[config.mk]
export PLATFORM = sky130hd
export DESIGN_NAME = pcg_ctrl
export DESIGN_NICKNAME = d
export VERILOG_FILES = /design/src/design/pcg_pkg.sv /design/src/design/pcg_gate_sel.sv /design/src/design/pcg_ctrl.sv
export SDC_FILE = /design/constraint.sdc
export NUM_CORES = 1
export LEC_CHECK = 0
export BUFFER_PORTS_ARGS = -buffer_cell sky130_fd_sc_hd__buf_2
export CORE_MARGIN = 5
export CORE_UTILIZATION = 54
export DETAILED_ROUTE_END_ITERATION = 7
export GPL_TIMING_DRIVEN = 0
export PLACE_DENSITY = 0.79
export SYNTH_ARGS = -nofsm -noshare
export SYNTH_HDL_FRONTEND = slang
export SYNTH_HIERARCHICAL = 1
export SYNTH_SLANG_ARGS = --single-unit
[constraint.sdc]
create_clock -name mclk -period 2.8 [get_ports mclk]
set_input_delay 0.56 -clock mclk [delete_from_list [all_inputs] [get_ports mclk]]
set_output_delay 0.56 -clock mclk [all_outputs]
set_load 0.03 [all_outputs]
[src/design/pcg_pkg.sv]
// Package of offsets, field layouts, reset values and modes for the clock gating block.
package pcg_pkg;

  // ==========================================================================
  // Register byte offsets.
  localparam logic [11:0] PCG_RUN_CFG_OFF = 12'h060;
  localparam logic [11:0] PCG_RUN_GATE_OFF = 12'h100;
  localparam logic [11:0] PCG_SLP_GATE_OFF = 12'h110;
  localparam logic [11:0] PCG_DSLP_GATE_OFF = 12'h120;
  localparam logic [11:0] PCG_INT_STAT_OFF = 12'h130;
  localparam logic [11:0] PCG_INT_MASK_OFF = 12'h134;

  // ==========================================================================
  // Bit positions of the gating fields.
  localparam int PCG_WDT_BIT = 3;
  localparam int PCG_HIB_BIT = 6;
  localparam int PCG_RATE_LSB = 8;
  localparam int PCG_ADC_BIT = 16;
  localparam int PCG_PWM_BIT = 20;
  localparam int PCG_AUTO_GATE_BIT = 0;

  // Unit index order in every per-unit vector.
  localparam int PCG_UNITS = 4;
  localparam int PCG_U_WDT = 0;
  localparam int PCG_U_HIB = 1;
  localparam int PCG_U_ADC = 2;
  localparam int PCG_U_PWM = 3;

  // ==========================================================================
  // Reset values and writable masks.
  localparam logic [31:0] PCG_GATE_RST = 32'h0000_0040;
  localparam logic [31:0] PCG_RUN_CFG_RST = 32'h0000_0000;
  localparam logic [31:0] PCG_RUN_SLP_MASK = 32'h0011_0348;
  localparam logic [31:0] PCG_DSLP_MASK = 32'h0011_0048;
  localparam logic [31:0] PCG_RUN_CFG_MASK = 32'h0000_0001;
  localparam logic [3:0] PCG_INT_RST = 4'h0;
  localparam logic [1:0] PCG_RATE_MAX_DEF = 2'h3;

  // ==========================================================================
  // Power modes, Gray coded along run, sleep, deep sleep.
  typedef enum logic [1:0] {
    PCG_MODE_RUN = 2'b00,
    PCG_MODE_SLEEP = 2'b01,
    PCG_MODE_DEEP = 2'b11
  } pcg_mode_t;

  // AHB transfer types used by the slave.
  localparam logic [1:0] PCG_HTRANS_NONSEQ = 2'b10;

endpackage : pcg_pkg

[src/design/pcg_gate_sel.sv]
// Selector of the active gating set for the present power mode.
`timescale 1ns/1ps
module pcg_gate_sel #(
  parameter int WIDTH = 4
) (
  input wire logic [1:0] power_mode,
  input wire logic auto_gate,
  input wire logic [WIDTH-1:0] run_gate,
  input wire logic [WIDTH-1:0] sleep_gate,
  input wire logic [WIDTH-1:0] deep_gate,
  output logic [WIDTH-1:0] gate_out,
  output logic use_deep
);

  // ==========================================================================
  // Mode selection.
  // Without automatic gating the run set stays in force in every mode.
  wire logic in_sleep;
  wire logic in_deep;
  assign in_sleep = auto_gate && (power_mode == pcg_pkg::PCG_MODE_SLEEP);
  assign in_deep = auto_gate && (power_mode == pcg_pkg::PCG_MODE_DEEP);
  assign use_deep = in_deep;

  // Pick the set whose mode matches; unknown codes fall back to the run set.
  always_comb begin
    case ({in_deep, in_sleep})
      2'b01: gate_out = sleep_gate;
      2'b10: gate_out = deep_gate;
      default: gate_out = run_gate;
    endcase
  end

endmodule : pcg_gate_sel

[src/design/pcg_ctrl.sv]
// Peripheral clock gating controller with its AHB-Lite register slave.
//
// Function
// - A set gating bit clocks its unit and a clear one stops that unit's clock.
// - An access to a unit whose gate is clear is answered with a bus fault.
// - Gating bits reset to zero unless a different reset value is given.
// - The hibernation gate at bit 6 is read/write and resets to one.
// - The watchdog gate at bit 3 is read/write, resets to zero and faults accesses when clear.
// - Bits 9:8 select the converter rate: 125K, 250K, 500K or 1M samples per second.
// - The applied converter rate never exceeds the highest rate the part supports.
// - Separate gating sets exist for run, sleep and deep-sleep operation.
// - The sleep and deep-sleep sets apply only while the automatic gating bit is set.
// - The deep-sleep gating register sits at 0x120 and resets to 0x00000040.
// - Reserved bits are read-only and read as zero.
//
// Local design decision: the AHB-Lite slave port.
`timescale 1ns/1ps
module pcg_ctrl #(
  parameter logic [1:0] RATE_MAX = pcg_pkg::PCG_RATE_MAX_DEF
) (
  input wire logic mclk,
  input wire logic resetn,
  // AHB-Lite slave port.
  input wire logic hsel,
  input wire logic [11:0] haddr,
  input wire logic [1:0] htrans,
  input wire logic hwrite,
  input wire logic [2:0] hsize,
  input wire logic [31:0] hwdata,
  input wire logic hready,
  output logic hreadyout,
  output logic hresp,
  output logic [31:0] hrdata,
  // Power mode from the mode controller, same clock.
  input wire logic [1:0] power_mode,
  // Per-unit access strobes from the peripheral fabric, same clock.
  input wire logic [3:0] unit_access,
  output logic [3:0] unit_fault,
  output logic [3:0] unit_clk_en,
  output logic [1:0] converter_rate,
  output logic irq
);

  // ==========================================================================
  // Register state.
  logic [31:0] run_gating_reg;
  logic [31:0] sleep_gating_reg;
  logic [31:0] deep_sleep_gating_reg;
  logic [31:0] run_clock_config_reg;
  logic [3:0] int_stat_reg;
  logic [3:0] int_mask_reg;
  logic [31:0] run_gating_next;
  logic [31:0] sleep_gating_next;
  logic [31:0] deep_sleep_gating_next;
  logic [31:0] run_clock_config_next;
  logic [3:0] int_stat_next;
  logic [3:0] int_mask_next;
  logic wr_pend_reg;
  logic [11:0] wr_addr_reg;
  logic [31:0] rdata_reg;
  logic [3:0] clk_en_reg;
  logic [3:0] fault_reg;
  logic [1:0] rate_reg;

  // ==========================================================================
  // Bus decode.
  // The slave never inserts wait states, so hreadyout is constant high.
  wire logic addr_phase;
  wire logic wr_start;
  wire logic rd_start;
  assign addr_phase = hsel && hready && (htrans == pcg_pkg::PCG_HTRANS_NONSEQ);
  assign wr_start = addr_phase && hwrite;
  assign rd_start = addr_phase && !hwrite;
  assign hreadyout = 1'b1;
  assign hresp = 1'b0;
  assign hrdata = rdata_reg;

  // Write strobes decoded from the captured address during the data phase.
  wire logic wr_run_cfg;
  wire logic wr_run;
  wire logic wr_slp;
  wire logic wr_dslp;
  wire logic wr_stat;
  wire logic wr_mask;
  assign wr_run_cfg = wr_pend_reg && (wr_addr_reg == pcg_pkg::PCG_RUN_CFG_OFF);
  assign wr_run = wr_pend_reg && (wr_addr_reg == pcg_pkg::PCG_RUN_GATE_OFF);
  assign wr_slp = wr_pend_reg && (wr_addr_reg == pcg_pkg::PCG_SLP_GATE_OFF);
  assign wr_dslp = wr_pend_reg && (wr_addr_reg == pcg_pkg::PCG_DSLP_GATE_OFF);
  assign wr_stat = wr_pend_reg && (wr_addr_reg == pcg_pkg::PCG_INT_STAT_OFF);
  assign wr_mask = wr_pend_reg && (wr_addr_reg == pcg_pkg::PCG_INT_MASK_OFF);

  // ==========================================================================
  // Next register values.
  // Masks keep reserved bits at zero whatever software writes.
  assign run_gating_next = wr_run ? (hwdata & pcg_pkg::PCG_RUN_SLP_MASK)
                                  : run_gating_reg;
  assign sleep_gating_next = wr_slp ? (hwdata & pcg_pkg::PCG_RUN_SLP_MASK)
                                    : sleep_gating_reg;
  assign deep_sleep_gating_next = wr_dslp ? (hwdata & pcg_pkg::PCG_DSLP_MASK)
                                          : deep_sleep_gating_reg;
  assign run_clock_config_next = wr_run_cfg ? (hwdata & pcg_pkg::PCG_RUN_CFG_MASK)
                                            : run_clock_config_reg;
  assign int_mask_next = wr_mask ? hwdata[3:0] : int_mask_reg;

  // A fault raised in the cycle that software clears its bit stays set.
  assign int_stat_next = (int_stat_reg & ~(wr_stat ? hwdata[3:0] : 4'h0)) | fault_reg;

  // ==========================================================================
  // Read mux on next values, so a read straight after a write sees the new data.
  wire logic [31:0] rd_mux;
  assign rd_mux =
    (haddr == pcg_pkg::PCG_RUN_CFG_OFF) ? run_clock_config_next :
    (haddr == pcg_pkg::PCG_RUN_GATE_OFF) ? run_gating_next :
    (haddr == pcg_pkg::PCG_SLP_GATE_OFF) ? sleep_gating_next :
    (haddr == pcg_pkg::PCG_DSLP_GATE_OFF) ? deep_sleep_gating_next :
    (haddr == pcg_pkg::PCG_INT_STAT_OFF) ? {28'h0000000, int_stat_next} :
    (haddr == pcg_pkg::PCG_INT_MASK_OFF) ? {28'h0000000, int_mask_next} :
    32'h0000_0000;

  // ==========================================================================
  // Per-unit views of each gating set.
  function automatic logic [3:0] unit_bits(input logic [31:0] r);
    logic [3:0] v;
    v = 4'h0;
    v[pcg_pkg::PCG_U_WDT] = r[pcg_pkg::PCG_WDT_BIT];
    v[pcg_pkg::PCG_U_HIB] = r[pcg_pkg::PCG_HIB_BIT];
    v[pcg_pkg::PCG_U_ADC] = r[pcg_pkg::PCG_ADC_BIT];
    v[pcg_pkg::PCG_U_PWM] = r[pcg_pkg::PCG_PWM_BIT];
    return v;
  endfunction : unit_bits

  wire logic auto_gate;
  wire logic [3:0] run_units;
  wire logic [3:0] sleep_units;
  wire logic [3:0] deep_units;
  wire logic [3:0] active_units;
  wire logic deep_active;
  assign auto_gate = run_clock_config_reg[pcg_pkg::PCG_AUTO_GATE_BIT];
  assign run_units = unit_bits(run_gating_reg);
  assign sleep_units = unit_bits(sleep_gating_reg);
  assign deep_units = unit_bits(deep_sleep_gating_reg);

  // The mode selector decides which set drives the unit clocks.
  pcg_gate_sel #(
    .WIDTH(4)
  ) u_gate_sel (
    .power_mode(power_mode),
    .auto_gate(auto_gate),
    .run_gate(run_units),
    .sleep_gate(sleep_units),
    .deep_gate(deep_units),
    .gate_out(active_units),
    .use_deep(deep_active)
  );

  // ==========================================================================
  // Converter rate.
  // The deep-sleep set has no rate field, so the run field serves there.
  wire logic [1:0] rate_field;
  wire logic [1:0] rate_clamped;
  assign rate_field = (!deep_active && auto_gate && power_mode == pcg_pkg::PCG_MODE_SLEEP)
    ? sleep_gating_reg[pcg_pkg::PCG_RATE_LSB +: 2]
    : run_gating_reg[pcg_pkg::PCG_RATE_LSB +: 2];
  assign rate_clamped = (rate_field > RATE_MAX) ? RATE_MAX : rate_field;

  // ==========================================================================
  // Access faults: a strobe to an unclocked unit faults in the next cycle.
  wire logic [3:0] fault_next;
  assign fault_next = unit_access & ~clk_en_reg;
  assign unit_fault = fault_reg;
  assign unit_clk_en = clk_en_reg;
  assign converter_rate = rate_reg;

  // Level interrupt while any unmasked fault flag stands.
  assign irq = |(int_stat_reg & int_mask_reg);

  // ==========================================================================
  // Bus pipeline state.
  always_ff @(posedge mclk) begin
    if (!resetn) begin
      wr_pend_reg <= 1'b0;
      wr_addr_reg <= 12'h000;
      rdata_reg <= 32'h0000_0000;
    end else begin
      wr_pend_reg <= wr_start;
      wr_addr_reg <= haddr;
      if (rd_start) begin
        rdata_reg <= rd_mux;
      end
    end
  end

  // Gating registers; the hibernation gate alone comes out of reset set.
  always_ff @(posedge mclk) begin
    if (!resetn) begin
      run_gating_reg <= pcg_pkg::PCG_GATE_RST;
      sleep_gating_reg <= pcg_pkg::PCG_GATE_RST;
      deep_sleep_gating_reg <= pcg_pkg::PCG_GATE_RST;
      run_clock_config_reg <= pcg_pkg::PCG_RUN_CFG_RST;
    end else begin
      run_gating_reg <= run_gating_next;
      sleep_gating_reg <= sleep_gating_next;
      deep_sleep_gating_reg <= deep_sleep_gating_next;
      run_clock_config_reg <= run_clock_config_next;
    end
  end

  // Interrupt flags and mask.
  always_ff @(posedge mclk) begin
    if (!resetn) begin
      int_stat_reg <= pcg_pkg::PCG_INT_RST;
      int_mask_reg <= pcg_pkg::PCG_INT_RST;
    end else begin
      int_stat_reg <= int_stat_next;
      int_mask_reg <= int_mask_next;
    end
  end

  // Registered unit outputs; enables reset to the hibernation-only pattern.
  always_ff @(posedge mclk) begin
    if (!resetn) begin
      clk_en_reg <= 4'h2;
      fault_reg <= 4'h0;
      rate_reg <= 2'h0;
    end else begin
      clk_en_reg <= active_units;
      fault_reg <= fault_next;
      rate_reg <= rate_clamped;
    end
  end
endmodule : pcg_ctrl

Yosys cells after proc, flatten, opt, wreduce, memory -nomap -nowiden
Cells that the tools add are included.
- logic and storage cells: 68
- bits of input ports: 60
- register bits after elaboration: 191
- multiplexer cells: 15
- reductions and logical operators: 17
- bitwise operators: 6
- magnitude comparators: 1
- equality and inequality tests: 17
- operators by type and width (operator ; count):
    two-way mux 32 bit ; 8
    == test 12 x 9 -> 1 bit, second input constant ; 10
    == test 12 x 7 -> 1 bit, second input constant ; 2
    two-way mux 4 bit ; 4
    logical AND 1 bit ; 14
    AND 4 bit ; 3
    NOT 4 bit ; 2
    case mux 4 bit (2 select lines) ; 1
    == test 2 bit, second input constant ; 3
    == test 2 x 1 -> 1 bit, second input constant ; 2
    two-way mux 2 bit ; 2
    bitwise OR 4 bit ; 1
    OR reduction 4 bit ; 1
    > comparator 2 bit, second input constant ; 1
    logical NOT 1 bit ; 2

Logic depth before layout (Yosys ltp)
Gate-level depths: netlist of run 1.
- word-level depth: 11
- depth in mapped cells: 10

Cells and area by module
Netlist of run 1, hierarchy kept.
- modules (own cells, without submodules) (module ; area each (sq um) ; times used ; cells an instance):
    pcg_ctrl ; 6939.2 ; 1 ; 684
    pcg_gate_sel ; 113.9 ; 1 ; 19

Least setup slack after synthesis of run 1
Ideal clock, no wire load.
- path type: register to register
- from: register wr_addr_reg[7]
- to: register rdata_reg[0], in the netlist hrdata[0]
- setup slack: 227 ps
- data arrival time: 2448 ps
- cell stages (with the launch flop): 10
- required time: 2675 ps
- cell sequence: dfxtp_1 -> or4_4 -> buf_6 -> or4_4 -> buf_6 -> nor2b_1 -> buf_6 -> a221o_1 -> a2111oi_2 -> nor2_1
- cells in the longest elaborated chain, start to end: 11
- ends and longest elaborated chain (element ; RTL line ; source):
    start: declaration ; pcg_ctrl.sv:59 ; logic [11:0] wr_addr_reg;
    start signal: assignment ; pcg_ctrl.sv:186 ; wr_addr_reg <= haddr;
    == test 12 x 9 -> 1 bit ; pcg_ctrl.sv:89 ; assign wr_stat = wr_pend_reg && (wr_addr_reg == pcg_pkg::PCG_INT_STAT_OFF);
    logical AND 1 bit ; pcg_ctrl.sv:89 ;
    two-way mux 4 bit ; pcg_ctrl.sv:106 ; assign int_stat_next = (int_stat_reg & ~(wr_stat ? hwdata[3:0] : 4'h0)) | fault_reg;
    NOT 4 bit ; pcg_ctrl.sv:106 ;
    AND 4 bit ; pcg_ctrl.sv:106 ;
    bitwise OR 4 bit ; pcg_ctrl.sv:106 ;
    two-way mux 4 bit ; pcg_ctrl.sv:116 ; (haddr == pcg_pkg::PCG_INT_STAT_OFF) ? {28'h0000000, int_stat_next} :
    two-way mux 32 bit ; pcg_ctrl.sv:115 ; (haddr == pcg_pkg::PCG_DSLP_GATE_OFF) ? deep_sleep_gating_next :
    two-way mux 32 bit ; pcg_ctrl.sv:114 ; (haddr == pcg_pkg::PCG_SLP_GATE_OFF) ? sleep_gating_next :
    two-way mux 32 bit ; pcg_ctrl.sv:113 ; (haddr == pcg_pkg::PCG_RUN_GATE_OFF) ? run_gating_next :
    two-way mux 32 bit * ; pcg_ctrl.sv:112 ; (haddr == pcg_pkg::PCG_RUN_CFG_OFF) ? run_clock_config_next :
    end signal: assignment ; pcg_ctrl.sv:188 ; rdata_reg <= rd_mux;
    end: declaration ; pcg_ctrl.sv:60 ; logic [31:0] rdata_reg;
Every way passes the cells marked *; elsewhere a longest branch is shown, timed or not.
A chain may end at the register's enable or synchronous reset.

Worst setup path in the final report of run 1
- from: register wr_addr_reg[7]
- to: register rdata_reg[11], in the netlist hrdata[11]
- cells in the longest elaborated chain, start to end: 7
- ends and longest elaborated chain (element ; RTL line ; source):
    == test 12 x 9 -> 1 bit ; pcg_ctrl.sv:88 ; assign wr_dslp = wr_pend_reg && (wr_addr_reg == pcg_pkg::PCG_DSLP_GATE_OFF);
    logical AND 1 bit ; pcg_ctrl.sv:88 ;
    two-way mux 32 bit ; pcg_ctrl.sv:99 ; assign deep_sleep_gating_next = wr_dslp ? (hwdata & pcg_pkg::PCG_DSLP_MASK)
    two-way mux 32 bit ; pcg_ctrl.sv:115 ;
    two-way mux 32 bit ; pcg_ctrl.sv:114 ;
    two-way mux 32 bit ; pcg_ctrl.sv:113 ;
    two-way mux 32 bit * ; pcg_ctrl.sv:112 ;
Marks and branches as above.

==> impl_metrics.json, run 1 <==
{
  "status": "complete, no violations",
  "finalWorstSetupSlack_ns": 0.0735,
  "async_reset_ff_frac": 0,
  "finalNonFillerCells": 987,
  "synthFlopType": "dfxtp_1",
  "antenna_found_initial": 0,
  "p_per_area_nw_per_um2": 645,
  "finalHoldWorstSlack_ns": 0.371,
  "p_sw_w": 0.00121,
  "synth.area.top_cells": "dfxtp_1 54%, and3_1 10%, mux2i_1 3.0%",
  "avgSynthCellArea_um2": 10.0,
  "criticalPathCategory": "reg -> reg",
  "fmax_mhz": 367,
  "use_met2": 0.430,
  "stdcell_area_um2": 8410,
  "die_h_um": 124,
  "rr_worst_depth": 8,
  "grt_pass1_wl_um": 32000,
  "critPathRequiredTime_ns": 3.10,
  "placedCellCount": 951,
  "finalClockSkew_ns": 0.00909,
  "yosysSeqAreaShare": 0.542,
  "syn_area_um2": 7050,
  "cts_tree": "done",
  "synth_seq_cells": 191,
  "relSlewSlack": 0.429,
  "vias": 5942,
  "vias_per_cell": 6.02,
  "drt_iter0_markers": 661,
  "ios": 105,
  "cts_made_buffers": 17,
  "seqPwrFrac": 0.506,
  "nets": 864,
  "htreeDepth": 4,
  "grt-ovfl-total": 0,
  "fin_crit_sh": 0.974,
  "drv_cap": 0,
  "yosys.area.top_type": "dfxtp_1",
  "port_buffers": 76,
  "dp.final_hpwl_um": 13900,
  "synth_nets": 765,
  "min-delay-path-class": "in -> reg",
  "clkPwrFrac": 0.461,
  "yosysTopAreaCellShare": 0.542,
  "p_int_w": 0.00421,
  "crit_start": "wr_addr_reg[7]",
  "reg2reg_from": "wr_addr_reg[7]",
  "worstSetupEndpoint": "hrdata[11]",
  "synth_edf_count": 0,
  "maxSlewViolCount": 0,
  "floorplan.die_area_um2": 15400,
  "num_antenna_cells": 0,
  "min_period_ns": 2.73,
  "wirelength_um": 20200,
  "grt_busiest_layer": "met2",
  "start_kind": "flop",
  "rows": 41,
  "initial_core_util": 0.554,
  "avgRoutedWirePerCell_um": 20.4,
  "setup_viol": 0,
  "p_leak_nw": 3.71,
  "max-vdd-ir-drop_v": 0.000442,
  "total_power_w": 0.00542,
  "clock_sinks": 191,
  "synth_warnings": 6,
  "use_met1": 0.315,
  "critPathArrivalTime_ns": 3.02,
  "root_buffer": "clkbuf_16",
  "route.detailed.drc": 0,
  "clockBufferDepth": 2,
  "ys_types": 54,
  "clk_pin_slew_ns": 0.07,
  "ant_nets": 0,
  "cp_max_fo": 10,
  "clock_latency_ns": 0.44,
  "worst_pin_slew_ns": 0.850,
  "core-area_um2": 12700,
  "rsz0062_at_grt": "yes",
  "syn_to_final_growth_pct": 19.2,
  "met3_usage": 0.0566,
  "ff2ff_setup_slack_ns": 0.07,
  "globalRouteTotalUtil": 0.256,
  "cp-end-kind": "flop",
  "dp_slack_ns": -0.905,
  "grt_pass1_vias": 6006,
  "grt_max_degree": 18,
  "syn_inst": 703,
  "gp_congestion": 0.956,
  "p_sw_frac": 0.223,
  "hold_viol": 0,
  "dr.pass1.iters": 6,
  "ys_top_cells_by_count": "191 x dfxtp_1, 114 x and3_1, 49 x clkbuf_1",
  "drive_gt1_frac": 0.185,
  "place_area_um2": 7650,
  "yosys.cell_count.top_type": "dfxtp_1",
  "die_w_um": 124,
  "worst_r2r_endpoint": "hrdata[11]",
  "combPwrFrac": 0.033
}
[layout make-up]
type	instances	area, µm²
fill	1008	4310
sequential	191	3820
multi-input combinational	448	3000
timing repair buffer	83	463
clock buffer	18	429
buffer	58	287
tap	172	215
clock inverter	14	180
inverter	3	11.3
[worst min path at each step]
| stage | slack [ns] | to | start | cells after the start |
|---|---|---|---|---|
| after floorplan | 0.45 | deep_sleep_gating_reg[11] | deep_sleep_gating_reg[11] | 1 |
| after global placement | 0.46 | run_gating_reg[23] | run_gating_reg[23] | 1 |
| after detailed placement | 0.47 | run_clock_config_reg[10] | run_clock_config_reg[10] | 1 |
| after CTS | 0.35 | wr_addr_reg[11] | haddr[11] | 2 |
| after global routing | 0.37 | unit_fault[0] | unit_access[0] | 2 |
| final | 0.37 | wr_addr_reg[11] | haddr[11] | 2 |
[kinds of logic after synthesis]
family,count (synthesis),synth area share
other cells,2,0.00106
simple gates,274,0.230
fa+ha+maj,2,0.00355
xor+xnor,1,0.00124
compound gates,146,0.148
flops,191,0.542
buf+inv,64,0.0412
mux,23,0.0330
[routing by layer]
layer  up-vias  share of wire
met5         -              0
met4         0          0.030
met3        52          0.064
met2       258           0.49
met1      2864           0.42
li1       2768              -
[cells in the final DEF, fill, tap and decap left out, types with 3 or more instances in the layout]
master	synthesis	final
nand2b_1	4	4
nor4_2	0	5
and2_1	20	20
and3b_1	4	4
a211oi_1	10	10
nand3_1	6	6
a21oi_1	24	24
nor3_1	6	6
clkbuf_1	49	46
a21o_1	4	4
clkbuf_16	0	18
or4_1	6	5
clkinvlp_4	0	4
a222oi_1	19	19
and3_1	114	113
or4_4	2	3
or2_2	4	4
a221oi_1	4	3
dfxtp_1	191	191
buf_2	4	77
a22o_1	23	23
o221ai_1	5	5
o21ai_1	10	13
a22oi_1	7	7
bufinv_16	0	3
o21ai_0	29	26
nor2b_1	28	28
mux2i_1	21	19
inv_1	3	3
buf_4	2	9
buf_6	5	5
nand2_1	37	37
nor2_1	21	20
inv_6	0	3
[worst max-delay path: stages, from the launching register on]
cell	delay [ns]
dfxtp_1	0.30
or4_4	0.60
or4_4	0.54
buf_6	0.17
nor2b_1	0.15
buf_6	0.15
clkbuf_4	0.21
a222oi_1	0.34
a211oi_1	0.13
[metrics by stage]
stage,utilization,TNS (ns)
after floorplan,-,0
after global placement,0.601,-10.64
after detailed placement,0.601,-15.63
after CTS,0.652,0
after global routing,0.661,-0.0237
final,0.661,0
[timing repair]
| item | 4_1_cts | 5_1_grt |
|---|---|---|
| buffers inserted | 1 | 5 |
| pin swaps | 3 | 5 |
| gates cloned | 0 | 1 |
| endpoints found under the setup margin | 22 | 28 |
| hold buffers | 0 | 0 |
| gates resized for setup | 13 | 15 |
[power by group through the flow]
stage	registers, W	clock network, W	logic, W
floorplan	0.00281	0	0.0000861
global placement	0.00280	0	0.000167
detailed placement	0.00281	0	0.000172
CTS	0.00274	0.00250	0.000175
global route	0.00275	0.00261	0.000193
finish	0.00274	0.00250	0.000179
(Power assumes the default switching activity.)
==> run 2: changes to the inputs <==
PLACE_DENSITY = 0.78   (was 0.79)
==> run 2 against run 1 <==
Effect of this change:
- via count rose by 0.12%
- fmax barely moved
- sequential power barely moved
- count of clock-buffer cells in the layout rose by 4
- sequential share of layout area rose by 0.67 points
- clock power fell by 9.6%
- utilization fell by 0.96 points
- final area fell by 1.5%
- clock skew barely moved
- final cell count fell by 0.61%
- register-to-register slack barely moved
- critical path type unchanged
- highest routed layer unchanged
==> impl_metrics.json, run 2 (same netlist as run 1, synthesis figures left out) <==
{
  "min_to": "wr_addr_reg[7]",
  "regArea_um2": 3820,
  "rows": 41,
  "initial_core_util": 0.554,
  "htreeDepth": 4,
  "port_buffers": 76,
  "grt_pass1_wl_um": 31100,
  "clk_pin_slew_ns": 0.06,
  "grt_max_degree": 17,
  "finalClockSkew_ns": 0.00941,
  "layout_common_cells": "191 x dfxtp_1, 113 x and3_1, 77 x buf_2",
  "setup_viol": 0,
  "rr_worst_depth": 9,
  "status": "complete, no violations",
  "min_period_ns": 2.73,
  "die_w_um": 124,
  "num_antenna_cells": 0,
  "dp.final_hpwl_um": 13800,
  "multiInputGateArea_um2": 2990,
  "gp_congestion": 0.942,
  "fmax_mhz": 366,
  "critPathRequiredTime_ns": 3.10,
  "highest_layer": "met4",
  "ff2ff_setup_slack_ns": 0.07,
  "worst_pin_slew_ns": 0.688,
  "dr.pass1.iters": 8,
  "globalRouteTotalUtil": 0.249,
  "criticalPathCategory": "reg -> reg",
  "die_h_um": 124,
  "cp-end-kind": "flop",
  "clockBufferDepth": 2,
  "cp_max_fo": 10,
  "finalNonFillerCells": 981,
  "grt-ovfl-total": 0,
  "fin_crit_sh": 0.975,
  "hold_viol": 0,
  "vias": 5949,
  "critPathArrivalTime_ns": 3.03,
  "wl_met1_um": 8100,
  "met2_length_um": 9430,
  "hold_start": "haddr[7]",
  "worst_r2r_endpoint": "hrdata[26]",
  "hold_buffers": 0,
  "drive_gt1_frac": 0.173,
  "clock_latency_ns": 0.43,
  "placedCellCount": 951,
  "maxSlewViolCount": 0,
  "start_kind": "flop",
  "vias_per_cell": 6.06,
  "finalSetupTns_ns": 0,
  "avgRoutedWirePerCell_um": 19.8,
  "floorplan.die_area_um2": 15400,
  "layout_commonest_cell": "dfxtp_1",
  "reg2reg_from": "wr_addr_reg[7]",
  "drv_cap": 0,
  "grt_pass1_vias": 5832,
  "fin_util": 0.651,
  "dr_wl_met3_um": 1360,
  "max-vdd-ir-drop_v": 0.000358,
  "stdcell_area_um2": 8290,
  "root_buffer": "clkbuf_16",
  "place_area_um2": 7650,
  "cts_tree": "done",
  "rsz0062_at_grt": "yes",
  "hold_depth": 2,
  "drt_iter0_markers": 631,
  "dp_slack_ns": -0.802,
  "nets": 859,
  "nFillCells": 1050,
  "syn_to_final_growth_pct": 17.5,
  "ios": 105,
  "relSlewSlack": 0.537,
  "cts_made_buffers": 17,
  "route.detailed.drc": 0,
  "clock_sinks": 191,
  "antenna_found_initial": 0,
  "ant_nets": 0,
  "p_leak_nw": 3.67,
  "core-area_um2": 12700,
  "p_per_area_nw_per_um2": 625,
  "crit_start": "wr_addr_reg[7]",
  "wirelength_um": 19400,
  "min-delay-path-class": "in -> reg",
  "finalWorstSetupSlack_ns": 0.0712
}
==> run 2: per-layer routing <==
| metal | up-vias | track usage |
|---|---|---|
| met3 | 47 | 0.0557 |
| met1 | 2887 | 0.305 |
| met5 | - | 0 |
| met2 | 263 | 0.428 |
| met4 | 0 | 0.0948 |
| li1 | 2752 | - |
==> run 2: per-stage QoR <==
stage,total power (W),hold WS [ns]
6_report,0.00518,0.379
5_1_grt,0.00534,0.373
4_1_cts,0.00519,0.349
3_5_place_dp,0.00298,0.466
3_3_place_gp,0.00297,0.464
2_1_floorplan,0.00290,0.451
==> run 2: power by group <==
group          internal, W  total (W)  switching (W)
Combinational    0.0000610   0.000180       0.000119
Clock              0.00127    0.00226       0.000991
Sequential         0.00273    0.00275      0.0000111
Total              0.00406    0.00518        0.00112
==> run 2: worst max path at each step <==
stage | slack, ns | end
after floorplan | 0.23 | hrdata[0]
after global placement | -0.66 | hrdata[7]
after detailed placement | -0.80 | hrdata[29]
after CTS | 0.01 | hrdata[1]
after global routing | -0.02 | hrdata[26]
final | 0.07 | hrdata[26]
==> run 2: critical path: stages, from the launching register on <==
cell and delay (ns):
dfxtp_1 0.30, or4_4 0.52, buf_6 0.15, or4_4 0.51
buf_8 0.14, nor2b_1 0.13, buf_6 0.15, buf_4 0.18
a222oi_1 0.41, o21ai_1 0.10
==> run 2: timing repair <==
action,in CTS,in global routing
pin swaps,3,6
setup endpoints to repair,22,27
gates resized for setup,11,16
buffers inserted,1,1
==> run 2: cell type report <==
| class | count | area share |
|---|---|---|
| plain buffers | 58 | 0.0355 |
| clock buffers | 22 | 0.0560 |
| multi-input cells | 448 | 0.361 |
| inverters | 3 | 0.00136 |
| well taps | 172 | 0.0260 |
| repair buffers | 78 | 0.0477 |
| clock inverters | 9 | 0.0106 |
| flip-flops and latches | 191 | 0.461 |
